$ cat src/design/pbp_params.svh
// Offsets, field positions, reset values and answer codes of the slave byte port
`ifndef PBP_PARAMS_SVH
`define PBP_PARAMS_SVH

// ----------------------------------------------------------------------
// Register byte offsets
// ----------------------------------------------------------------------
`define PBP_OFF_DPORT  8'h00
`define PBP_OFF_DLAT   8'h04
`define PBP_OFF_DDIR   8'h08
`define PBP_OFF_CPORT  8'h0c
`define PBP_OFF_CLAT   8'h10
`define PBP_OFF_CSTAT  8'h14
`define PBP_OFF_PFLG   8'h18
`define PBP_OFF_PENA   8'h1c
`define PBP_OFF_PPRI   8'h20
`define PBP_OFF_ACFG   8'h24
`define PBP_OFF_ISTAT  8'h28
`define PBP_OFF_ICLR   8'h2c
`define PBP_OFF_IENA   8'h30

// ----------------------------------------------------------------------
// Field positions
// ----------------------------------------------------------------------
`define PBP_B_IN_FULL  7
`define PBP_B_OUT_FULL 6
`define PBP_B_IN_OVF   5
`define PBP_B_MODE  4
`define PBP_B_SPIRQ 7
`define PBP_EV_WR   0
`define PBP_EV_RD   1
`define PBP_EV_OV   2

// ----------------------------------------------------------------------
// Reset values and bus answers
// ----------------------------------------------------------------------
`define PBP_RST_DDIR 8'hff
`define PBP_RST_CDIR 3'h7
`define PBP_RST_BYTE 8'h00
`define PBP_RST_EV   3'h0
`define PBP_RESP_OK  2'h0
`define PBP_RESP_ERR 2'h2

`endif

$ cat src/design/pbp_pkg.sv
// Types shared by the slave byte port design
package pbp_pkg;

   // Pad drive toward the data and control pins; oe_n low while driving
   typedef struct packed
   {
      logic [7:0] data_o;
      logic [7:0] data_oe_n;
      logic [2:0] ctl_o;
      logic [2:0] ctl_oe_n;
   } pbp_pads_s;

   // Synchronised pin levels
   typedef struct packed
   {
      logic [2:0] ctl;
      logic [7:0] data;
   } pbp_pins_s;

endpackage

$ cat src/design/pbp_top.sv
// Parallel slave byte port with AXI4-Lite register access
`timescale 1ns/1ps
`include "pbp_params.svh"

// What this block does
// - Mode bit set turns the 8-bit data port into a parallel slave port.
// - External party reads and writes at any time, unrelated to the device clock.
// - External processor writes an 8-bit input latch and reads the 8-bit output latch on eight lines.
// - In slave mode the three control pins become read, write and select inputs.
// - Write happens when select and write strobe are first seen low; data captured then.
// - Read happens when select and read strobe are first seen low; latch driven.
// - Software write updates the output latch; software read returns pin levels in I/O mode, the captured byte in slave mode.
// - Read only while read strobe low and chip selected.
// - Select high: strobes ignored and data bus left undriven.
module pbp_top
(
   // Clock and reset
   input  wire logic          mclk,
   input  wire logic          rst_n,
   // AXI4-Lite write
   input  wire logic [7:0]    s_axi_awaddr,
   input  wire logic          s_axi_awvalid,
   output logic               s_axi_awready,
   input  wire logic [31:0]   s_axi_wdata,
   input  wire logic [3:0]    s_axi_wstrb,
   input  wire logic          s_axi_wvalid,
   output logic               s_axi_wready,
   output logic [1:0]         s_axi_bresp,
   output logic               s_axi_bvalid,
   input  wire logic          s_axi_bready,
   // AXI4-Lite read
   input  wire logic [7:0]    s_axi_araddr,
   input  wire logic          s_axi_arvalid,
   output logic               s_axi_arready,
   output logic [31:0]        s_axi_rdata,
   output logic [1:0]         s_axi_rresp,
   output logic               s_axi_rvalid,
   input  wire logic          s_axi_rready,
   // Pins: data bus and control pins (bit0 read, bit1 write, bit2 select)
   input  wire logic [7:0]    pd_in,
   input  wire logic [2:0]    pe_in,
   output pbp_pkg::pbp_pads_s pads,
   // Interrupts
   output logic               irq,
   output logic               irq_hi,
   output logic               irq_lo
);
   import pbp_pkg::*;

   function automatic logic pbp_mapped(input logic [7:0] a);
      case (a)
         `PBP_OFF_DPORT, `PBP_OFF_DLAT, `PBP_OFF_DDIR, `PBP_OFF_CPORT,
         `PBP_OFF_CLAT, `PBP_OFF_CSTAT, `PBP_OFF_PFLG, `PBP_OFF_PENA,
         `PBP_OFF_PPRI, `PBP_OFF_ACFG, `PBP_OFF_ISTAT, `PBP_OFF_ICLR,
         `PBP_OFF_IENA: return 1'b1;
         default:       return 1'b0;
      endcase
   endfunction

   pbp_pins_s  pin_s;
   logic [7:0] lat_d_r;
   logic [7:0] dir_d_r;
   logic [2:0] lat_c_r;
   logic [2:0] dir_c_r;
   logic       mode_r;
   logic       input_buffer_full_r;
   logic       output_buffer_full_r;
   logic       input_buffer_overflow_r;
   logic [7:0] in_byte_r;
   logic       spif_r;
   logic       spie_r;
   logic       spip_r;
   logic [7:0] acfg_r;
   logic [2:0] ist_r;
   logic [2:0] ien_r;
   logic       wr_act_r;
   logic       rd_act_r;
   logic       drive_r;
   logic       bvalid_r;
   logic [1:0] bresp_r;
   logic       rvalid_r;
   logic [1:0] rresp_r;
   logic [31:0] rdata_r;
   logic [7:0] rd_mux;

   // ----------------------------------------------------------------------
   // Pin synchronisation and strobe detection
   // ----------------------------------------------------------------------
   // Strobes are asynchronous to mclk, so everything sees them two flops late
   pbp_sync #(.W(11), .RST_VAL(11'h7ff)) u_sync
   (
      .mclk  (mclk),
      .rst_n (rst_n),
      .d_in  ({pe_in, pd_in}),
      .q_out (pin_s)
   );

   logic sel;
   logic wr_now;
   logic rd_now;
   logic wr_start;
   logic wr_end;
   logic rd_end;
   assign sel      = mode_r & ~pin_s.ctl[2];
   assign wr_now   = sel & ~pin_s.ctl[1];
   assign rd_now   = sel & ~pin_s.ctl[0];
   assign wr_start = wr_now & ~wr_act_r;
   assign wr_end   = ~wr_now & wr_act_r;
   assign rd_end   = ~rd_now & rd_act_r;

   always_ff @(posedge mclk)
   begin
      if (!rst_n)
      begin
         wr_act_r <= 1'b0;
         rd_act_r <= 1'b0;
         drive_r  <= 1'b0;
      end
      else
      begin
         wr_act_r <= wr_now;
         rd_act_r <= rd_now;
         drive_r  <= rd_now;
      end
   end

   // ----------------------------------------------------------------------
   // AXI4-Lite handshakes
   // ----------------------------------------------------------------------
   logic wr_go;
   logic rd_go;
   logic wr_hit;
   assign wr_go         = s_axi_awvalid & s_axi_wvalid & ~bvalid_r;
   assign wr_hit        = wr_go & s_axi_wstrb[0];
   assign rd_go         = s_axi_arvalid & ~rvalid_r;
   assign s_axi_awready = wr_go;
   assign s_axi_wready  = wr_go;
   assign s_axi_arready = ~rvalid_r;
   assign s_axi_bvalid  = bvalid_r;
   assign s_axi_bresp   = bresp_r;
   assign s_axi_rvalid  = rvalid_r;
   assign s_axi_rresp   = rresp_r;
   assign s_axi_rdata   = rdata_r;

   logic w_dport;
   logic w_dlat;
   logic w_cstat;
   logic w_pflg;
   logic w_iclr;
   logic r_dport;
   assign w_dport = wr_hit && s_axi_awaddr == `PBP_OFF_DPORT;
   assign w_dlat  = wr_hit && s_axi_awaddr == `PBP_OFF_DLAT;
   assign w_cstat = wr_hit && s_axi_awaddr == `PBP_OFF_CSTAT;
   assign w_pflg  = wr_hit && s_axi_awaddr == `PBP_OFF_PFLG;
   assign w_iclr  = wr_hit && s_axi_awaddr == `PBP_OFF_ICLR;
   assign r_dport = rd_go && s_axi_araddr == `PBP_OFF_DPORT;

   always_ff @(posedge mclk)
   begin
      if (!rst_n)
      begin
         bvalid_r <= 1'b0;
         bresp_r  <= `PBP_RESP_OK;
      end
      else if (wr_go)
      begin
         bvalid_r <= 1'b1;
         bresp_r  <= pbp_mapped(s_axi_awaddr) ? `PBP_RESP_OK : `PBP_RESP_ERR;
      end
      else if (s_axi_bready)
         bvalid_r <= 1'b0;
   end

   // ----------------------------------------------------------------------
   // Software-written configuration
   // ----------------------------------------------------------------------
   always_ff @(posedge mclk)
   begin
      if (!rst_n)
      begin
         lat_d_r <= `PBP_RST_BYTE;
         dir_d_r <= `PBP_RST_DDIR;
         lat_c_r <= `PBP_RST_EV;
         dir_c_r <= `PBP_RST_CDIR;
         mode_r  <= 1'b0;
         spie_r  <= 1'b0;
         spip_r  <= 1'b0;
         acfg_r  <= `PBP_RST_BYTE;
         ien_r   <= `PBP_RST_EV;
      end
      else if (wr_hit)
      begin
         case (s_axi_awaddr)
            `PBP_OFF_DPORT, `PBP_OFF_DLAT: lat_d_r <= s_axi_wdata[7:0];
            `PBP_OFF_DDIR: dir_d_r <= s_axi_wdata[7:0];
            `PBP_OFF_CPORT, `PBP_OFF_CLAT: lat_c_r <= s_axi_wdata[2:0];
            `PBP_OFF_CSTAT:
            begin
               mode_r  <= s_axi_wdata[`PBP_B_MODE];
               dir_c_r <= s_axi_wdata[2:0];
            end
            `PBP_OFF_PENA: spie_r <= s_axi_wdata[`PBP_B_SPIRQ];
            `PBP_OFF_PPRI: spip_r <= s_axi_wdata[`PBP_B_SPIRQ];
            `PBP_OFF_ACFG: acfg_r <= s_axi_wdata[7:0];
            `PBP_OFF_IENA: ien_r  <= s_axi_wdata[2:0];
            default: ;
         endcase
      end
   end

   // ----------------------------------------------------------------------
   // Buffer status; hardware set always beats software clear
   // ----------------------------------------------------------------------
   always_ff @(posedge mclk)
   begin
      if (!rst_n)
      begin
         input_buffer_full_r     <= 1'b0;
         output_buffer_full_r    <= 1'b0;
         input_buffer_overflow_r <= 1'b0;
         in_byte_r               <= `PBP_RST_BYTE;
      end
      else
      begin
         if (wr_start)
            in_byte_r <= pin_s.data;
         input_buffer_full_r     <= wr_start |
                                    (input_buffer_full_r & ~(r_dport & mode_r));
         input_buffer_overflow_r <= (wr_start & input_buffer_full_r) |
                                    (input_buffer_overflow_r &
                                     ~(w_cstat & ~s_axi_wdata[`PBP_B_IN_OVF]));
         output_buffer_full_r    <= (w_dport & mode_r) |
                                    (output_buffer_full_r & ~rd_end);
      end
   end

   // ----------------------------------------------------------------------
   // Interrupt flags
   // ----------------------------------------------------------------------
   logic [2:0] ev;
   assign ev[`PBP_EV_WR] = wr_end;
   assign ev[`PBP_EV_RD] = rd_end;
   assign ev[`PBP_EV_OV] = wr_start & input_buffer_full_r;

   always_ff @(posedge mclk)
   begin
      if (!rst_n)
      begin
         spif_r <= 1'b0;
         ist_r  <= `PBP_RST_EV;
      end
      else
      begin
         spif_r <= wr_end | rd_end |
                   (w_pflg ? s_axi_wdata[`PBP_B_SPIRQ] : spif_r);
         ist_r  <= ev | (ist_r & ~(w_iclr ? s_axi_wdata[2:0] : `PBP_RST_EV));
      end
   end

   assign irq    = |(ist_r & ien_r);
   assign irq_hi = spif_r & spie_r & spip_r;
   assign irq_lo = spif_r & spie_r & ~spip_r;

   // ----------------------------------------------------------------------
   // Register read
   // ----------------------------------------------------------------------
   always_comb
   begin
      rd_mux = `PBP_RST_BYTE;
      case (s_axi_araddr)
         // Slave mode returns the captured byte, otherwise pin levels
         `PBP_OFF_DPORT: rd_mux = mode_r ? in_byte_r : pin_s.data;
         `PBP_OFF_DLAT:  rd_mux = lat_d_r;
         `PBP_OFF_DDIR:  rd_mux = dir_d_r;
         `PBP_OFF_CPORT: rd_mux = {5'h00, pin_s.ctl};
         `PBP_OFF_CLAT:  rd_mux = {5'h00, lat_c_r};
         `PBP_OFF_CSTAT: rd_mux = {input_buffer_full_r, output_buffer_full_r,
                                   input_buffer_overflow_r, mode_r, 1'b0, dir_c_r};
         `PBP_OFF_PFLG:  rd_mux = {spif_r, 7'h00};
         `PBP_OFF_PENA:  rd_mux = {spie_r, 7'h00};
         `PBP_OFF_PPRI:  rd_mux = {spip_r, 7'h00};
         `PBP_OFF_ACFG:  rd_mux = acfg_r;
         `PBP_OFF_ISTAT: rd_mux = {5'h00, ist_r};
         `PBP_OFF_IENA:  rd_mux = {5'h00, ien_r};
         default:        rd_mux = `PBP_RST_BYTE;
      endcase
   end

   always_ff @(posedge mclk)
   begin
      if (!rst_n)
      begin
         rvalid_r <= 1'b0;
         rresp_r  <= `PBP_RESP_OK;
         rdata_r  <= 32'h0000_0000;
      end
      else if (rd_go)
      begin
         rvalid_r <= 1'b1;
         rresp_r  <= pbp_mapped(s_axi_araddr) ? `PBP_RESP_OK : `PBP_RESP_ERR;
         rdata_r  <= {24'h00_0000, rd_mux};
      end
      else if (s_axi_rready)
         rvalid_r <= 1'b0;
   end

   // ----------------------------------------------------------------------
   // Pad drive
   // ----------------------------------------------------------------------
   // Control pins are never driven in slave mode, whatever their direction bits
   always_comb
   begin
      pads.data_o    = lat_d_r;
      pads.data_oe_n = mode_r ? {8{~drive_r}} : dir_d_r;
      pads.ctl_o     = lat_c_r;
      pads.ctl_oe_n  = mode_r ? `PBP_RST_CDIR : dir_c_r;
   end
endmodule

$ cat src/design/pbp_sync.sv
// Two-stage synchroniser for pin inputs
`timescale 1ns/1ps
module pbp_sync
#(
   parameter int             W       = 11,
   parameter logic [W-1:0]   RST_VAL = '1
)
(
   // Clock and reset
   input  wire logic          mclk,
   input  wire logic          rst_n,
   // Levels
   input  wire logic [W-1:0]  d_in,
   output logic [W-1:0]       q_out
);
   logic [W-1:0] meta_r;

   // First stage feeds only the second stage
   always_ff @(posedge mclk)
   begin
      if (!rst_n)
      begin
         meta_r <= RST_VAL;
         q_out  <= RST_VAL;
      end
      else
      begin
         meta_r <= d_in;
         q_out  <= meta_r;
      end
   end
endmodule

$ cat config.mk
export PLATFORM = sky130hd
export DESIGN_NAME = pbp_top
export DESIGN_NICKNAME = d
export VERILOG_FILES = /design/src/design/pbp_pkg.sv /design/src/design/pbp_top.sv /design/src/design/pbp_sync.sv
export VERILOG_INCLUDE_DIRS = /design/src /design/src/design
export SDC_FILE = /design/constraint.sdc
export NUM_CORES = 1
export LEC_CHECK = 0
export BUFFER_PORTS_ARGS = -buffer_cell sky130_fd_sc_hd__buf_2
export CAP_MARGIN = 20
export CORE_MARGIN = 2
export CORE_UTILIZATION = 55
export CTS_CLUSTER_SIZE = 10
export DETAILED_ROUTE_END_ITERATION = 16
export PLACE_DENSITY = 0.86
export SLEW_MARGIN = 5
export SYNTH_ARGS = -nofsm -noshare
export SYNTH_HDL_FRONTEND = slang
export SYNTH_SLANG_ARGS = --single-unit
$ cat constraint.sdc
create_clock -name mclk -period 5.9 [get_ports mclk]
set_clock_uncertainty 0.1 [all_clocks]
set_input_delay 1.475 -clock mclk [delete_from_list [all_inputs] [get_ports mclk]]
set_output_delay 1.475 -clock mclk [all_outputs]
set_load 0.02 [all_outputs]
## Word level (Yosys, flattened, before mapping)

Memory sizes are Yosys's and may differ from the RTL's.
Index checks and enable logic that the tools add are counted.

- Bitwise logic cells: 43
- Reductions and logical operators: 22
- Equality and inequality tests: 22
- Mux-type cells: 18

Operators by type and width:

| kind | count |
|---|---|
| 8-bit one-hot mux with 12 select lines | 1 |
| 8-bit by 5-bit equality test with 1-bit output (second input constant) | 8 |
| 8-bit by 6-bit equality test with 1-bit output (second input constant) | 8 |
| 8-bit by 4-bit equality test with 1-bit output (second input constant) | 4 |
| 1-bit bitwise AND | 20 |
| 8-bit by 3-bit equality test with 1-bit output (second input constant) | 2 |
| 8-bit logical NOT | 2 |
| 8-bit 2-to-1 mux | 2 |
| 2-bit AND reduction | 8 |
| 1-bit NOT | 14 |
| 1-bit 2-to-1 mux | 11 |
| 3-bit bitwise AND | 2 |
| 3-bit 2-to-1 mux | 2 |
| 1-bit logical AND | 5 |
| 1-bit OR | 5 |
| 2-bit logical NOT | 2 |
| 2-bit 2-to-1 mux | 2 |
| 2-bit nonzero test | 2 |
| 2-bit OR reduction | 2 |
| 3-bit NOT | 1 |
| 3-bit OR | 1 |
| 3-bit OR reduction | 1 |

- Register bits: 89
- Bits in read-only memories: 128
- Input port bits: 70
- Output and inout bits: 66
- Logic and storage cells: 131
- Memories: 2

Memory list:

| name | depth | bits a word | rd ports | clocked after memory_dff | write ports | line | text |
|---|---|---|---|---|---|---|---|
| (no name shown) | 64 | 1 | 1 | 0 | 0 | pbp_top.sv:51 | `case (a)` |
| (no name shown) | 64 | 1 | 1 | 0 | 0 | pbp_top.sv:51 |  |

## Longest topological paths before layout

- Depth in word-level cells: 8
- Gate-level depth with buffers: 6

## By module

Synthesis repeated with hierarchy kept, for this count alone.

- Cell total of the unflattened synthesis: 470
- Area total of the unflattened synthesis: 4107.7 um^2

Modules (own cells, without submodules):

| module | area an instance (um^2) | instances | cells an instance |
|---|---|---|---|
| pbp_top | 3514.6 | 1 | 424 |
| pbp_sync | 593.1 | 1 | 46 |

## Least setup slack after synthesis

No wires, ideal clock.

- Path type: input-to-output
- From: in s_axi_awvalid
- To: out s_axi_wready
- Path buffers: 1
- Setup slack: 2.296 ns
- Required time: 4.325 ns
- Stages on the path: 3
- Data arrival time: 2.029 ns
- Path through: nand3b_1 inv_2 buf_4

- Word-level cells in the longest chain between the ends: 2

Ends and longest elaborated chain:

| item | line | text |
|---|---|---|
| start, declared | pbp_top.sv:22 | `input wire logic s_axi_awvalid,` |
| 1-bit bitwise AND (2 in series) | pbp_top.sv:133 | `assign wr_go = s_axi_awvalid & s_axi_wvalid & ~bvalid_r;` |
| end, declared | pbp_top.sv:27 | `output logic s_axi_wready,` |

Every way passes these cells.

## Worst setup path in the final report

Same ends and word-level chain as after synthesis.

==> impl_metrics.tcl <==
set metrics [dict create \
    critPathLaunch "s_axi_awvalid" \
    synthToLayoutAreaGrowth_pct 12.7 \
    drc 0 \
    gp_congestion 0.977 \
    cp_max_fo 11 \
    synth.area.top_cells "dfxtp_1 (42%), mux2i_1 (6.7%), buf_4 (4.9%), nand2b_1 (3.9%), a21oi_1 (3.7%)" \
    peakVddDrop_mv 0.161 \
    gr-usage-all-layers 0.269 \
    cts_tree "built" \
    yosysWarnings 0 \
    layout.nets 611 \
    power.switching_mw 0.307 \
    arrival_ns 2.20 \
    cp-end-kind "output port" \
    slowest_delay_ns 0.24 \
    min_path_type "reg -> reg" \
    grt_overflow_total 0 \
    post-route-period-util 0.640 \
    synth_edf_count 0 \
    antenna_found_initial 0 \
    dr.pass1.iters 5 \
    ys_seq_area_frac 0.417 \
    vias 3889 \
    initial_core_util 0.573 \
    setup_viol 0 \
    cpLargestDelayFamily "buffers and inverters" \
    startpoint_type "input port" \
    n_antenna_cell 0 \
    yosysTopAreaCellShare 0.417 \
    n_fill_cell 652 \
    final_core_util 0.646 \
    critPathKind "in -> out" \
    powerDensity_mw_per_mm2 242 \
    synthArstFlopShare 0 \
    cts_num_sinks 87 \
    whs_ns 0.314 \
    synth_area_sq_mm 0.00418 \
    core_sq_mm 0.00729 \
    pwr-share-comb 0.094 \
    cts-root-buf "clkbuf_8" \
    grt_max_degree 47 \
    cts_hold_repair.buffers 0 \
    setup_tns_ns 0 \
    worstPathCellList "buf_2, nand3b_1, inv_2, buf_2" \
    htreeDepth 3 \
    grt_pass1_vias 3635 \
    yosys.area.top_type "dfxtp_1" \
    dp_hpwl_microns 7830 \
    drt_iter0_drc 535 \
    outcome "finished clean" \
    placementRows 31 \
    tightestPinTransition_ns 0.884 \
    crit_required_ns 4.32 \
    synth.distinct_cells 60 \
    ff2ff_path_depth 5 \
    max_cap_viol_count 0 \
    fmax_mhz 265 \
    min_period_ns 3.78 \
    cp.depth 4 \
    port-buffer-count 82 \
    io_pins 136 \
    critPathSlowestCell "inv_2" \
    clk_pin_slew_ns 0.09 \
    clkPwrFrac 0.379 \
    routed_wl_microns 11000 \
    drive_above_1_share 0.223 \
    post_drt_wl_per_cell_microns 17.1 \
    die_h_microns 91.2 \
    r2r-start "mode_r$_SDFFE_PN0N_" \
    cts_setup_buffers 0 \
    clk_latency_ns 0.36 \
    path_buf_inv 3 \
    clock_path_buffers 2 \
    p_seq_frac 0.528 \
    netlist_instances 476 \
    p_sw_frac 0.270 \
    post_cts_resized 0 \
    grt_pass1_wl_microns 17900 \
    mostFrequentLayoutCell "dfxtp_1" \
    die_area_sq_mm 0.00831 \
    worstSetupEndpoint "s_axi_wready" \
    mostFrequentLayoutCells "dfxtp_1 (87), buf_2 (82), a21oi_1 (31), nand2_1 (30), mux2i_1 (28)" \
    rsz0062_at_grt "no" \
    rrSetupSlack_ns 3.66 \
    avgSynthCellArea_sq_um 8.78 \
    crit_top_cell "buf_2" \
    synth-seq-cells 87 \
    ys.flop_type "dfxtp_1" \
    slew_viol_final 0 \
    timing.rr.end "ist_r[2]$_SDFF_PN0_" \
    leakage_nw 1.94 \
    via_per_inst 6.03 \
    internal_power_mw 0.831 \
    ant_nets 0 \
    cts_buffers 9 \
    die_w_microns 91.2 \
    slew_headroom 0.405 \
    hold_viol 0 \
]
flip-flops by register name, indices dropped and copies added, names as in the netlist, 3 cells and up:
signal	count
u_sync.meta_r	11
s_axi_rdata	8
dir_d_r	8
u_sync.q_out	11
lat_c_r	3
in_byte_r	8
ist_r	3
lat_d_r	8
acfg_r	8
ien_r	3
dir_c_r	3
stage by stage:
step / setup slack, ns / power [mW] / std cells / cell area [sq um]
after global placement: 2.19 / 0.715 / 627 / 4490
after floorplan: 2.30 / 0.696 / 501 / 4270
after global routing: 2.10 / 1.17 / 645 / 4710
final: 2.12 / 1.14 / 645 / 4710
after detailed placement: 2.15 / 0.718 / 628 / 4500
after CTS: 2.14 / 1.14 / 644 / 4700
synthesized netlist by cell type (3+ instances only):
master,count
a21oi_1,31
a22oi_1,6
a31oi_1,5
and2_1,6
and3_1,3
and3b_1,3
buf_1,4
buf_2,5
buf_4,27
clkbuf_1,20
dfxtp_1,87
inv_1,5
mux2_2,4
mux2i_1,28
nand2_1,30
nand2b_1,26
nand3_1,25
nand3b_1,8
nand4_1,11
nor2_1,23
nor2b_1,7
nor3_1,5
nor4_2,3
nor4b_1,4
o211ai_1,5
o21a_1,8
o21ai_0,25
o21ai_1,13
o2bb2ai_1,3
o311ai_1,3
or2_2,5
or4_1,4
cells by family (layout without fill, tap and decap cells):
group           count (synthesis)  after routing  share of synthesized area
simple gates                  177            177                      0.247
mux                            32             32                     0.0778
other cells                     1             26                   0.000897
fa+ha+maj                       1              1                    0.00240
compound gates                114            114                      0.170
flops                          87             87                      0.417
buf+inv                        64            109                     0.0850
layout make-up:
cell class	instances	area [sq um]	share of cell area
Multi-Input combinational cell	350	2180	0.462
Clock inverter	7	80.1	0.0170
Clock buffer	9	124	0.0263
Inverter	7	26.3	0.00558
Tap cell	99	124	0.0263
Timing Repair Buffer	86	438	0.0930
Sequential cell	87	1740	0.370
power by group through the flow:
| stage | clock network (mW) | logic (mW) | registers [mW] |
|---|---|---|---|
| after floorplan | 0 | 0.0798 | 0.616 |
| after detailed placement | 0 | 0.104 | 0.614 |
| final | 0.431 | 0.107 | 0.600 |
| after global routing | 0.457 | 0.115 | 0.602 |
| after CTS | 0.431 | 0.104 | 0.600 |
| after global placement | 0 | 0.101 | 0.614 |
routing by layer:
metal | share of wire | global-route usage | wire (microns) | vias up
met4 | 0.032 | 0.117 | 352 | 0
met2 | 0.46 | 0.418 | 5090 | 249
met5 | 0 | 0 | 0 | -
met1 | 0.40 | 0.363 | 4420 | 1801
met3 | 0.10 | 0.0548 | 1130 | 31
li1 | - | - | - | 1808
worst min path at each step:
stage                                            from                    endpoint  slack (ns)  depth (start not counted)
after floorplan           u_sync.meta_r[0]$_SDFF_PN1_  u_sync.q_out[0]$_SDFF_PN1_        0.29                          1
after global placement    u_sync.meta_r[9]$_SDFF_PN1_  u_sync.q_out[9]$_SDFF_PN1_        0.29                          1
after detailed placement  u_sync.meta_r[6]$_SDFF_PN1_  u_sync.q_out[6]$_SDFF_PN1_        0.29                          1
after CTS                 u_sync.meta_r[6]$_SDFF_PN1_  u_sync.q_out[6]$_SDFF_PN1_        0.31                          1
after global routing      u_sync.meta_r[7]$_SDFF_PN1_  u_sync.q_out[7]$_SDFF_PN1_        0.33                          1
final                     u_sync.meta_r[6]$_SDFF_PN1_  u_sync.q_out[6]$_SDFF_PN1_        0.31                          1
Note: power is estimated with default switching activity, not from simulation.
